File: src/spi_pkg.sv
// constants, carrier types and divider decode for the serial port
package spi_pkg;
  localparam int          ADDR_W          = 2;
  localparam logic [1:0]  OFS_CONTROL     = 2'h0;
  localparam logic [1:0]  OFS_STATUS      = 2'h1;
  localparam logic [1:0]  OFS_DATA        = 2'h2;
  localparam int          BIT_IRQ_EN      = 7;
  localparam int          BIT_PORT_EN     = 6;
  localparam int          BIT_LSB_FIRST   = 5;
  localparam int          BIT_MASTER      = 4;
  localparam int          BIT_IDLE_LVL    = 3;
  localparam int          BIT_SAMPLE_PH   = 2;
  localparam int          BIT_RATE_HI     = 1;
  localparam int          BIT_RATE_LO     = 0;
  localparam int          BIT_DONE        = 7;
  localparam int          BIT_WRITE_COLLISION_FLAG        = 6;
  localparam int          BIT_DOUBLE      = 0;
  localparam logic [7:0]  CONTROL_RESET   = 8'h00;
  localparam logic [7:0]  DATA_RESET      = 8'h00;
  localparam logic [2:0]  LAST_BIT        = 3'h7;
  localparam logic [3:0]  LAST_EDGE       = 4'hF;

  typedef enum logic [1:0] {
    ST_IDLE   = 2'b00,
    ST_MASTER = 2'b01,
    ST_SLAVE  = 2'b11
  } port_state_t;

  typedef struct packed {
    logic sck_in;
    logic mosi_in;
    logic miso_in;
    logic ss_n_in;
  } spi_pins_in_t;

  typedef struct packed {
    logic sck_out;
    logic sck_oe;
    logic mosi_out;
    logic mosi_oe;
    logic miso_out;
    logic miso_oe;
  } spi_pins_out_t;

  // half of the serial clock period in system clocks
  function automatic logic [5:0] half_period(input logic       dbl,
                                             input logic [1:0] rate);
    logic [7:0] div;
    div = 8'h04;
    case ({dbl, rate})
      3'b000:  div = 8'h04;
      3'b001:  div = 8'h10;
      3'b010:  div = 8'h40;
      3'b011:  div = 8'h80;
      3'b100:  div = 8'h02;
      3'b101:  div = 8'h08;
      3'b110:  div = 8'h20;
      default: div = 8'h40;
    endcase
    // a half of 64 wraps to 0; the counter then still spans 64 cycles
    return div[6:1];
  endfunction
endpackage

File: src/spi_port.sv
// byte-wide serial peripheral port, master or slave, with register port
`timescale 1ns/1ps
module spi_port (
  input  wire logic                      clk,
  input  wire logic                      reset,
  input  wire logic [spi_pkg::ADDR_W-1:0] addr,
  input  wire logic [7:0]                wdata,
  input  wire logic                      wr,
  input  wire logic                      rd,
  output logic      [7:0]                rdata,
  input  wire logic                      global_irq_enable,
  input  wire logic                      irq_vector_ack,
  input  wire logic                      ss_is_input,
  input  wire spi_pkg::spi_pins_in_t     pins_in,
  output spi_pkg::spi_pins_out_t         pins_out,
  output logic                           irq
);
  import spi_pkg::*;

  logic [7:0]  control_r;
  logic        double_r;
  logic        done_r;
  logic        write_collision_flag_r;
  logic        armed_r;
  logic [7:0]  rdata_r;
  logic [7:0]  tx_r;
  logic [7:0]  rx_r;
  logic [7:0]  rbuf_r;
  logic [2:0]  bit_cnt_r;
  logic [3:0]  edge_cnt_r;
  logic [5:0]  half_cnt_r;
  logic        sck_phase_r;
  logic        first_r;
  port_state_t state_r;
  logic        sck_s1_r, sck_s2_r, sck_s3_r;
  logic        mosi_s1_r, mosi_s2_r;
  logic        ss_s1_r, ss_s2_r;

  logic        enabled, lsb_first, idle_lvl, sample_ph, is_master;
  logic        wr_ctrl, wr_stat, wr_data, rd_stat, data_acc;
  logic        busy, start, fault, slave_sel;
  logic        edge_ev, lead, sample_ev, setup_ev, din;
  logic        byte_rx, master_end;
  logic [7:0]  rx_nxt;
  logic [5:0]  half;

  assign enabled   = control_r[BIT_PORT_EN];
  assign lsb_first = control_r[BIT_LSB_FIRST];
  assign idle_lvl  = control_r[BIT_IDLE_LVL];
  assign sample_ph = control_r[BIT_SAMPLE_PH];
  assign is_master = control_r[BIT_MASTER];

  assign wr_ctrl  = wr && addr == OFS_CONTROL;
  assign wr_stat  = wr && addr == OFS_STATUS;
  assign wr_data  = wr && addr == OFS_DATA;
  assign rd_stat  = rd && addr == OFS_STATUS;
  assign data_acc = (wr || rd) && addr == OFS_DATA;

  assign busy  = state_r != ST_IDLE;
  // a master transfer is started only by a write while nothing is shifting
  assign start = wr_data && !busy && enabled && is_master;
  assign fault = enabled && is_master && ss_is_input && !ss_s2_r;
  assign slave_sel = enabled && !is_master && !ss_s2_r;
  assign half = half_period(double_r,
                            control_r[BIT_RATE_HI:BIT_RATE_LO]);

  // pin sampling; the slave clock is seen two cycles late, which is why an
  // external clock phase must last longer than two system clocks
  always_ff @(posedge clk) begin
    if (reset) begin
      sck_s1_r  <= 1'b0;
      sck_s2_r  <= 1'b0;
      sck_s3_r  <= 1'b0;
      mosi_s1_r <= 1'b0;
      mosi_s2_r <= 1'b0;
      ss_s1_r   <= 1'b1;
      ss_s2_r   <= 1'b1;
    end else begin
      sck_s1_r  <= pins_in.sck_in;
      sck_s2_r  <= sck_s1_r;
      sck_s3_r  <= sck_s2_r;
      mosi_s1_r <= pins_in.mosi_in;
      mosi_s2_r <= mosi_s1_r;
      ss_s1_r   <= pins_in.ss_n_in;
      ss_s2_r   <= ss_s1_r;
    end
  end

  // one edge strobe shared by both roles
  always_comb begin
    edge_ev = 1'b0;
    lead    = 1'b0;
    din     = 1'b0;
    if (state_r == ST_MASTER) begin
      edge_ev = half_cnt_r == half - 6'h01;
      lead    = !edge_cnt_r[0];
      din     = pins_in.miso_in;
    end else if (state_r == ST_SLAVE ||
                 (state_r == ST_IDLE && slave_sel)) begin
      // idle must see the first slave edge too, or its sample is lost
      // slave timing follows the external clock only
      edge_ev = sck_s2_r != sck_s3_r;
      lead    = sck_s2_r != idle_lvl;
      din     = mosi_s2_r;
    end
  end

  assign sample_ev = edge_ev && (lead ^ sample_ph);
  assign setup_ev  = edge_ev && !(lead ^ sample_ph) && !(first_r && lead);
  assign rx_nxt    = lsb_first ? {din, rx_r[7:1]}
                               : {rx_r[6:0], din};
  assign byte_rx    = sample_ev && bit_cnt_r == LAST_BIT;
  assign master_end = state_r == ST_MASTER && edge_ev &&
                      edge_cnt_r == LAST_EDGE;

  // role and transfer state
  always_ff @(posedge clk) begin
    if (reset) begin
      state_r <= ST_IDLE;
    end else if (!enabled || fault) begin
      state_r <= ST_IDLE;
    end else begin
      case (state_r)
        ST_IDLE: begin
          if (start) begin
            state_r <= ST_MASTER;
          end else if (slave_sel && sck_s2_r != sck_s3_r) begin
            state_r <= ST_SLAVE;
          end
        end
        ST_MASTER: begin
          if (master_end || !is_master) begin
            state_r <= ST_IDLE;
          end
        end
        ST_SLAVE: begin
          // deselect drops partial bits
          if (!slave_sel || byte_rx) begin
            state_r <= ST_IDLE;
          end
        end
        default: state_r <= ST_IDLE;
      endcase
    end
  end

  // master clock generator
  always_ff @(posedge clk) begin
    if (reset || state_r != ST_MASTER) begin
      half_cnt_r  <= 6'h00;
      edge_cnt_r  <= 4'h0;
      sck_phase_r <= 1'b0;
    end else if (edge_ev) begin
      half_cnt_r  <= 6'h00;
      edge_cnt_r  <= edge_cnt_r + 4'h1;
      sck_phase_r <= !sck_phase_r;
    end else begin
      half_cnt_r  <= half_cnt_r + 6'h01;
    end
  end

  // bit counter and receive shifter
  always_ff @(posedge clk) begin
    if (reset || !enabled) begin
      bit_cnt_r <= 3'h0;
      rx_r      <= 8'h00;
      first_r   <= 1'b1;
    end else if (state_r == ST_IDLE && !(slave_sel && edge_ev_idle())) begin
      bit_cnt_r <= 3'h0;
      first_r   <= 1'b1;
    end else if (state_r == ST_SLAVE && !slave_sel) begin
      bit_cnt_r <= 3'h0;
      first_r   <= 1'b1;
    end else if (edge_ev) begin
      first_r <= 1'b0;
      if (sample_ev) begin
        rx_r      <= rx_nxt;
        bit_cnt_r <= bit_cnt_r + 3'h1;
      end
    end
  end

  // a slave byte begins on the edge that moves the port out of idle
  function automatic logic edge_ev_idle();
    return sck_s2_r != sck_s3_r;
  endfunction

  // transmit shifter; the only transmit buffer there is
  always_ff @(posedge clk) begin
    if (reset) begin
      tx_r <= DATA_RESET;
    end else if (wr_data && !busy) begin
      tx_r <= wdata;
    end else if (setup_ev) begin
      tx_r <= lsb_first ? {1'b0, tx_r[7:1]} : {tx_r[6:0], 1'b0};
    end
  end

  // receive buffer holds the last byte while the next shifts in
  always_ff @(posedge clk) begin
    if (reset) begin
      rbuf_r <= DATA_RESET;
    end else if (byte_rx) begin
      rbuf_r <= rx_nxt;
    end
  end

  // control register; a mode fault drops the master bit
  always_ff @(posedge clk) begin
    if (reset) begin
      control_r <= CONTROL_RESET;
      double_r  <= 1'b0;
    end else begin
      if (wr_ctrl) begin
        control_r <= wdata;
      end
      if (fault) begin
        control_r[BIT_MASTER] <= 1'b0;
      end
      if (wr_stat) begin
        double_r <= wdata[BIT_DOUBLE];
      end
    end
  end

  // status flags; a new event in the clearing cycle wins
  always_ff @(posedge clk) begin
    if (reset) begin
      done_r  <= 1'b0;
      write_collision_flag_r  <= 1'b0;
      armed_r <= 1'b0;
    end else begin
      if (rd_stat) begin
        armed_r <= done_r || write_collision_flag_r;
      end else if (data_acc) begin
        armed_r <= 1'b0;
      end
      if (data_acc && armed_r) begin
        done_r <= 1'b0;
        write_collision_flag_r <= 1'b0;
      end
      if (irq_vector_ack) begin
        done_r <= 1'b0;
      end
      // colliding write is dropped; tx_r loads only when idle
      if (wr_data && busy) begin
        write_collision_flag_r <= 1'b1;
      end
      if (master_end || (state_r == ST_SLAVE && byte_rx) || fault) begin
        done_r <= 1'b1;
      end
    end
  end

  // register read port, data one cycle after the strobe
  always_ff @(posedge clk) begin
    if (reset) begin
      rdata_r <= 8'h00;
    end else if (rd) begin
      case (addr)
        OFS_CONTROL: rdata_r <= control_r;
        OFS_STATUS:  rdata_r <= {done_r, write_collision_flag_r, 5'h00, double_r};
        OFS_DATA:    rdata_r <= rbuf_r;
        default:     rdata_r <= 8'h00;
      endcase
    end else begin
      rdata_r <= 8'h00;
    end
  end

  assign rdata = rdata_r;
  assign irq   = done_r && control_r[BIT_IRQ_EN] && global_irq_enable;

  always_comb begin
    pins_out.sck_out  = idle_lvl ^ sck_phase_r;
    pins_out.sck_oe   = enabled && is_master;
    pins_out.mosi_out = lsb_first ? tx_r[0] : tx_r[7];
    pins_out.mosi_oe  = enabled && is_master;
    pins_out.miso_out = lsb_first ? tx_r[0] : tx_r[7];
    pins_out.miso_oe  = slave_sel;
  end
endmodule

File: config.mk
export PLATFORM = sky130hd
export DESIGN_NAME = spi_port
export DESIGN_NICKNAME = d
export VERILOG_FILES = /design/src/spi_pkg.sv /design/src/spi_port.sv
export SDC_FILE = /design/constraint.sdc
export NUM_CORES = 1
export LEC_CHECK = 0
export BUFFER_PORTS_ARGS = -buffer_cell sky130_fd_sc_hd__clkbuf_2
export CORE_MARGIN = 4
export CORE_UTILIZATION = 30
export DETAILED_ROUTE_END_ITERATION = 8
export HOLD_SLACK_MARGIN = 0.08
export PLACE_DENSITY = 0.52
export SLEW_MARGIN = 0
export SYNTH_ARGS = -nofsm -noshare
export SYNTH_HDL_FRONTEND = slang
export SYNTH_SLANG_ARGS = --single-unit
export TNS_END_PERCENT = 10
File: constraint.sdc
create_clock -name clk -period 2.5 [get_ports clk]
set_clock_uncertainty 0.15 [all_clocks]
set_input_delay 0 -clock clk [delete_from_list [all_inputs] [get_ports clk]]
set_output_delay 0 -clock clk [all_outputs]
set_load 0.02 [all_outputs]
==> summary.md, run 1 <==
| Metric | Value |
|---|---|
| Status | finished, violations left |
| Failing checks | setup timing |
| RR Endpoint | bit_cnt_r[0] |
| Max-cap violations | 0 |
| Share of cells above drive strength 1 | 26.1% |
| Mapped cell area | 0.00344 mm² |
| Global-route wire length before repair | 14,700 µm |
| Sinks on Clock Net | 68 |
| Max clock buf depth | 2 |
| Yosys cell types | 61 |
| Period utilization | 106% |
| Commonest non-fill, non-tap cell in the layout | dfxtp_1 |
| Min Tclk post-route | 2640 ps |
| Most frequent cells in the layout | 67 x dfxtp_1, 40 x nor2_1, 35 x clkbuf_2 |
| Worst reg2reg startpoint | double_r |
| Inserted Diodes | 0 |
| Total number of vias | 2,989 |
| WL/cell | 14.8 µm |
| Max transition margin | 58.0% |
| Met2 wire length | 4110 µm |
| Die height | 115 µm |
| Hold/Removal Path Class | in2reg |
| Initial Util | 31.2% |
| DRT Pass-1 Iters | 5 |
| Syn avg cell area | 8.99 µm² |
| RSZ-0062 raised after global routing | yes |
| Core Rows | 38 |
| Hold Path Sink | done_r |
| Initial antenna violation count | 0 |
| Clk_lat worst skew | 330 ps |
| Hold Path Depth | 4 |
| IO Count | 36 |
| Ys async rst share | 0% |
| Crit path max fanout | 7 |
| Final worst slack | -143 ps |
| Core area | 0.0110 mm² |
| Critical path data required time | 2610 ps |
| Final Hold Fails | 0 |
| Setup crit start kind | flop |
| Number of H-tree levels | 3 |
| Largest net degree at the start of global routing | 32 |
| Final setup vio count | 36 |
| DRC errors left | 0 |
| Nets | 493 |
| Drt initial violations | 215 |
| Cell Area, Placed | 0.00390 mm² |
| TritonCTS buffer count | 9 |
| Die area | 0.0133 mm² |
| Total GRT Usage | 14.0% |
| Routed Wire Length | 9040 µm |
| Die W | 115 µm |
| Port-buffer cells | 35 |
| Setup CP Type | reg2reg |
| Grt ovf | 0 |
| Routability cong. | 0.861 |
| Peak Freq | 378 MHz |
| CTS tree | done |
| Area Overhead vs Synth | 35.3% |
| Post-synthesis sequential area ratio | 39.5% |
| Clk root buf | clkbuf_16 |
| CP endpoint kind | flop |
| M1 wire length | 4410 µm |
| Prevailing post-synth register cell | dfxtp_1 |
| Final Util | 42.3% |
| FF+latch count, synth | 68 |
| R2R Setup Slk | -140 ps |
| Fillers | 1,080 |
| Metal3 WL | 441 µm |
| Synth Instances | 383 |
| Synthesized Nets | 409 |
| Top routing layer used | met4 |
| Worst-Margin Slew | 629 ps |
| Power per cell area | 590 mW/mm² |
| Clk slew on worst S/H paths | 60 ps |
| Post-synth EDFFs | 0 |
| Design area | 0.00466 mm² |
| Number of routed nets with antenna violations | 0 |
| Hold_sp | ss_is_input |
| Slew Viols, Final | 0 |
| Worst Path Arrival | 2750 ps |
| VDD IR-drop max | 0.252 mV |
| Vias per cell | 4.89 |
| Detailed Place HPWL | 6510 µm |
| LEAKAGE | 1.83 nW |
| Number of global-route vias before repair | 2,977 |
| R2R cell count | 9 |
| YS warnings | 0 |
worst max path at each step:
stage	from	endpoint	slack, ps	depth (start not counted)
2_1_floorplan	control_r[0]	edge_cnt_r[2]	-220	10
6_report	double_r	bit_cnt_r[0]	-140	9
3_3_place_gp	double_r	rbuf_r[1]	-120	9
5_1_grt	double_r	bit_cnt_r[0]	-280	9
3_5_place_dp	control_r[1]	rbuf_r[4]	-190	9
4_1_cts	double_r	bit_cnt_r[0]	-140	9
metrics by stage:
step	TNS, ps	setup slack, ps	power (mW)	hold slack, ps	cells
finish	-2340	-143	2.75	124	611
global route	-6910	-281	2.86	115	611
CTS	-2910	-141	2.78	102	610
detailed placement	-4300	-188	1.30	34.4	563
global placement	-2450	-119	1.30	33.9	563
floorplan	-3660	-222	1.24	-46.2	383
registers in the layout, summed over array words and instances, names as in the netlist, 2 cells and up:
name        flops
edge_cnt_r      4
rx_r            8
state_r         2
control_r       8
rbuf_r          8
bit_cnt_r       3
rdata           8
half_cnt_r      6
tx_r            8
layer usage:
layer  global-route usage (%)  vias to the layer above
met2                     22.2                       65
met3                     3.37                        4
li1                         -                     1538
met5                        0                        -
met4                     4.85                        0
met1                     18.8                     1382
area by class of cell:
type                            count  area, µm²  share of cell area, %
Timing Repair Buffer              100        758                   16.3
Inverter                            8       30.0                  0.644
Clock inverter                      6        114                   2.44
Clock buffer                        9        225                   4.83
Multi-Input combinational cell    280       1990                   42.8
Sequential cell                    68       1370                   29.3
Tap cell                          140        175                   3.76
critical path: stages (launching register included):
cell and delay, ps:
dfxtp_4 360, or3b_4 400, ha_4 190, xor2_2 150, a211oi_2 180, o211ai_1 140
buf_4 170, o31a_1 320, or3_1 370, a21boi_1 140
power breakdown:
part | total [mW] | switching [mW] | internal [mW]
clock network | 1.44 | 0.469 | 0.969
logic | 0.203 | 0.103 | 0.100
registers | 1.11 | 0.0128 | 1.10
total | 2.75 | 0.585 | 2.17
kinds of logic (layout without fill, tap and decap cells):
family          Yosys count  in the layout  share of synthesized area, %
flops                    68             68                          39.5
compound gates           78             78                          15.8
fa+ha+maj                 5              5                          1.82
xor+xnor                 15             15                          4.36
simple gates            147            147                          22.6
buf+inv                  35            123                          5.63
mux                      35             35                          10.3
cell usage after synthesis, drive strengths merged, types with 3 or more instances:
master | n | area [µm²]
or3b | 3 | 28.8
and3 | 6 | 37.5
nand3b | 3 | 22.5
a31oi | 7 | 43.8
o21ai | 16 | 80.1
nor3 | 3 | 26.3
nand3 | 21 | 105
dfxtp | 68 | 1360
or2 | 5 | 31.3
a21boi | 3 | 22.5
buf | 18 | 130
and2 | 4 | 27.5
nor3b | 6 | 45.0
ha | 5 | 62.6
nand4 | 8 | 50.1
xor2 | 6 | 71.3
inv | 8 | 30.0
nand2 | 24 | 90.1
nand2b | 4 | 25.0
or3 | 4 | 25.0
nor2b | 10 | 62.6
a311oi | 7 | 73.8
a21oi | 26 | 141
mux2 | 4 | 45.0
nor2 | 41 | 154
mux2i | 31 | 310
xnor2 | 9 | 78.8
clkbuf | 9 | 33.8
timing repair:
action                                 in CTS  in global routing
hold buffers                               26                  0
setup endpoints to repair                  42                 43
buffers inserted                            4                  1
gates resized for setup                    22                  8
endpoints found under the hold margin      34                  0
cloned                                      2                  0
pin swaps                                  19                  7
Note: power is estimated with default switching activity, not from simulation.
==> run 2, diff against run 1 <==
Settings changed: SKIP_CTS_REPAIR_TIMING from default to 1.
==> run 2 against run 1 <==
Against the previous run: the flow still finishes with violations (setup timing); fmax shrank 1.6%; critical path depth grew 1; clock-buffer cell count is the same; setup slack lost 43 ps; register-to-register slack lost 40 ps; non-clock buffer count shrank 2; routed wire length grew 0.74%; sequential share of layout area grew 0.39 points; cell count shrank 0.33%.
==> summary.md, run 2 (synthesized netlist as in run 1, its figures left out) <==
| Metric | Value |
|---|---|
| Die height | 115 µm |
| Core area | 0.0110 mm² |
| IO Count | 36 |
| Worst Path Arrival | 2760 ps |
| Max transition margin | 58.5% |
| CP endpoint kind | flop |
| Peak Freq | 372 MHz |
| Status | finished, violations left |
| Worst-Margin Slew | 621 ps |
| Nets | 491 |
| Initial Util | 31.2% |
| Hold/Removal Path Class | in2reg |
| Slew Viols, Final | 0 |
| Sinks on Clock Net | 68 |
| CTS tree | done |
| Inserted Diodes | 0 |
| Most frequent cells in the layout | 66 x dfxtp_1, 41 x nor2_1, 35 x clkbuf_2 |
| Die W | 115 µm |
| Share of cells above drive strength 1 | 25.2% |
| Hold Slack | 129 ps |
| LEAKAGE | 1.80 nW |
| Power per cell area | 597 mW/mm² |
| Routed Wire Length | 9110 µm |
| Clk_lat worst skew | 330 ps |
| Max-cap violations | 0 |
| TritonCTS buffer count | 9 |
| Global-route wire length before repair | 14,000 µm |
| R2R cell count | 10 |
| Post-place setup slack | -188 ps |
| Clk root buf | clkbuf_16 |
| Detailed Place HPWL | 6510 µm |
| Number of routed nets with antenna violations | 0 |
| Grt ovf | 0 |
| Failing checks | setup timing |
| Setup crit start kind | flop |
| Drt initial violations | 203 |
| Port-buffer cells | 35 |
| Commonest non-fill, non-tap cell in the layout | dfxtp_1 |
| Min Tclk post-route | 2690 ps |
| Core Rows | 38 |
| Design area | 0.00460 mm² |
| Post-Layout Cell Count | 609 |
| Number of global-route vias before repair | 2,794 |
| DRC errors left | 0 |
| Final worst slack | -186 ps |
| Die area | 0.0133 mm² |
| Fillers | 1,085 |
| Max clock buf depth | 2 |
| DRT Pass-1 Iters | 5 |
| Setup CP Type | reg2reg |
| Period utilization | 107% |
| Initial antenna violation count | 0 |
| Clk slew on worst S/H paths | 60 ps |
| Number of H-tree levels | 3 |
| Hold Path Depth | 4 |
| Area Overhead vs Synth | 33.7% |
| Total GRT Usage | 13.4% |
| Routability cong. | 0.861 |
| VDD IR-drop max | 0.253 mV |
| Dpl cells | 563 |
| WL/cell | 15.0 µm |
| Cell Area, Placed | 0.00390 mm² |
| Vias per cell | 4.97 |
| RSZ-0062 raised after global routing | yes |
| Critical path data required time | 2570 ps |
| Total number of vias | 3,029 |
| Final Hold Fails | 0 |
| Crit path max fanout | 5 |
| Largest net degree at the start of global routing | 32 |
| Final setup vio count | 36 |
## run 2: report_power, final
group | total [mW] | internal, mW | switching, mW
sequential | 1.11 | 1.10 | 0.0126
combinational | 0.202 | 0.0990 | 0.103
clock | 1.44 | 0.969 | 0.470
total | 2.75 | 2.17 | 0.586
## run 2: per-stage QoR
step	power (mW)	utilization, %	setup TNS, ps
after floorplan	1.24	-	-3660
after global placement	1.30	35.4	-2450
after detailed placement	1.30	35.4	-4300
after CTS	2.75	38.5	-4990
after global routing	2.86	41.7	-7230
final	2.75	41.7	-3240
## run 2: metal layers
layer / wire length (µm) / global-route usage [%]
met5: 0 / 0
met3: 454 / 3.53
met2: 4150 / 20.6
met1: 4370 / 18.2
met4: 130 / 4.54
## run 2: worst max-delay path, stage by stage, from the launching register on
cell	delay, ps
dfxtp_4	360
or3b_4	400
ha_4	190
xor2_2	150
a211oi_2	180
o211ai_1	140
buf_4	170
o31ai_4	290
buf_4	200
a31oi_1	100
a31o_2	240
## run 2: area by class of cell
cell class	count	area [µm²]	area share, %
clock inverters	6	114	2.47
clock buffers	9	225	4.89
repair buffers	98	726	15.8
flip-flops and latches	68	1370	29.7
well taps	140	175	3.80
inverters	8	30.0	0.652
multi-input cells	280	1970	42.7
## run 2: final timing paths
check	startpoint	to	slack, ps
setup / recovery	double_r	state_r[1]	-190
hold / removal	ss_is_input	done_r	130
setup reg to reg	double_r	state_r[1]	-190
hold reg to reg	ss_s1_r	ss_s2_r	260
==> run 3, diff against run 2 <==
Settings changed: PLACE_DENSITY 0.52 to default.
==> run 3 against run 2 <==
Against the previous run: the run still ends with setup timing left; setup slack worse by 22 ps; routed wire length down 1.1%; non-clock buffer count down 1; global-route usage up 0.28 points; power down 2.5%; critical path depth down 1; core utilization up 0.51 points; die area unchanged; cell area up 1.2%; sequential power about the same; first-iteration DRC count up 34%; register-to-register slack worse by 20 ps; critical endpoint unchanged; largest cell class unchanged; largest power group unchanged; highest routed layer unchanged.
==> summary.md, run 3 (synthesized netlist as in run 1, its figures left out) <==
| Metric | Value |
|---|---|
| DRC errors left | 0 |
| Vias per cell | 5.07 |
| Sinks on Clock Net | 68 |
| Final setup vio count | 35 |
| Min Tclk post-route | 2710 ps |
| Crit. Startpoint | double_r |
| CP endpoint kind | flop |
| Max clock buf depth | 2 |
| Largest net degree at the start of global routing | 32 |
| Worst Path Arrival | 2780 ps |
| R2R Setup Slk | -210 ps |
| LEAKAGE | 1.82 nW |
| RR Endpoint | state_r[1] |
| Power per cell area | 576 mW/mm² |
| Inserted Diodes | 0 |
| Grt ovf | 0 |
| Drt initial violations | 272 |
| Die height | 115 µm |
| Number of H-tree levels | 3 |
| Setup TNS | -5220 ps |
| Clk slew on worst S/H paths | 60 ps |
| CP top delay family | compound AO/OA/AOI/OAI gates |
| Clk root buf | clkbuf_16 |
| Failing checks | setup timing |
| Crit path max fanout | 6 |
| Crit path buf inv count | 1 |
| Post-place setup slack | -225 ps |
| Share of cells above drive strength 1 | 27.3% |
| TritonCTS buffer count | 9 |
| Worst-Margin Slew | 560 ps |
| Routability cong. | 0.808 |
| RSZ-0062 raised after global routing | yes |
| Initial antenna violation count | 0 |
| CP peak stage delay | 410 ps |
| IO Count | 36 |
| Peak Freq | 369 MHz |
| Fillers | 1,068 |
| Die W | 115 µm |
| Routed Wire Length | 9010 µm |
| WL/cell | 14.8 µm |
| Worst path slowest cell | o31ai_4 |
| Design area | 0.00466 mm² |
| Hold_sp | addr[1] |
| Core Rows | 38 |
| DRT Pass-1 Iters | 4 |
| Worst reg2reg startpoint | double_r |
| Final worst slack | -207 ps |
| Clk_lat worst skew | 330 ps |
| Max transition margin | 62.6% |
| Detailed Place HPWL | 6470 µm |
| Hold/Removal Path Class | in2reg |
| Commonest non-fill, non-tap cell in the layout | dfxtp_1 |
| Setup crit end | state_r[1] |
| Crit-path cells | or3b_4, ha_4, xor2_2, a211oi_2, o211ai_1, o31ai_4, buf_6, a31oi_4, a31o_2 |
| Number of global-route vias before repair | 2,964 |
| Worst path depth | 9 |
| Slew Viols, Final | 0 |
| Port-buffer cells | 35 |
| Total number of vias | 3,089 |
| Max-cap violations | 0 |
| Initial Util | 31.2% |
| Critical path data required time | 2570 ps |
| Global-route wire length before repair | 14,500 µm |
| Most frequent cells in the layout | 66 x dfxtp_1, 41 x nor2_1, 35 x clkbuf_2 |
| R2R cell count | 9 |
| Dpl cells | 563 |
| Core area | 0.0110 mm² |
| Total GRT Usage | 13.7% |
| Setup CP Type | reg2reg |
| Status | finished, violations left |
| Number of routed nets with antenna violations | 0 |
| Area Overhead vs Synth | 35.3% |
| Final Hold Fails | 0 |
| Setup crit start kind | flop |
| VDD IR-drop max | 0.315 mV |
| Nets | 490 |
| Cell Area, Placed | 0.00392 mm² |
| Period utilization | 108% |
| Die area | 0.0133 mm² |
| Post-Layout Cell Count | 609 |
| CTS tree | done |
-- run 3: how the worst min path moves through the flow --
stage | endpoint | cells past startpoint | slack (ps)
floorplan | ss_s1_r | 1 | -50
global placement | ss_s1_r | 2 | 40
detailed placement | ss_s1_r | 2 | 40
CTS | ss_s1_r | 2 | -300
global route | rdata[2] | 3 | 100
finish | rdata[5] | 3 | 70
-- run 3: tightest hold or removal path, delay by kind of cell --
family        cells  cell delay (ps)
buf+inv           1              250
mux               1              180
simple gates      1               80
-- run 3: cell type report --
type | instances | area (µm²) | area share [%]
clock buffer | 9 | 225 | 4.83
tap | 140 | 175 | 3.76
sequential | 68 | 1360 | 29.3
inverter | 8 | 30.0 | 0.644
multi-input combinational | 280 | 2040 | 43.7
timing repair buffer | 97 | 732 | 15.7
clock inverter | 7 | 98.8 | 2.12
-- run 3: power by group --
group	internal [mW]	switching [mW]
Combinational	0.0970	0.103
Clock	0.879	0.493
Sequential	1.10	0.0125
-- run 3: layer usage --
metal / vias to the layer above / track usage [%] / part of all wire [%]
met5: - / 0 / 0
met4: 0 / 4.07 / 1.4
met3: 12 / 4.16 / 5.4
met2: 83 / 21.8 / 46
met1: 1468 / 17.9 / 47
li1: 1526 / - / -
-- run 3: metrics by stage --
| step | util [%] | hold slack, ps | total power [mW] |
|---|---|---|---|
| global route | 42.3 | 105 | 2.78 |
| floorplan | - | -46.2 | 1.24 |
| finish | 42.3 | 70.9 | 2.68 |
| global placement | 35.5 | 37.5 | 1.30 |
| detailed placement | 35.5 | 39.3 | 1.30 |
| CTS | 38.4 | -305 | 2.68 |
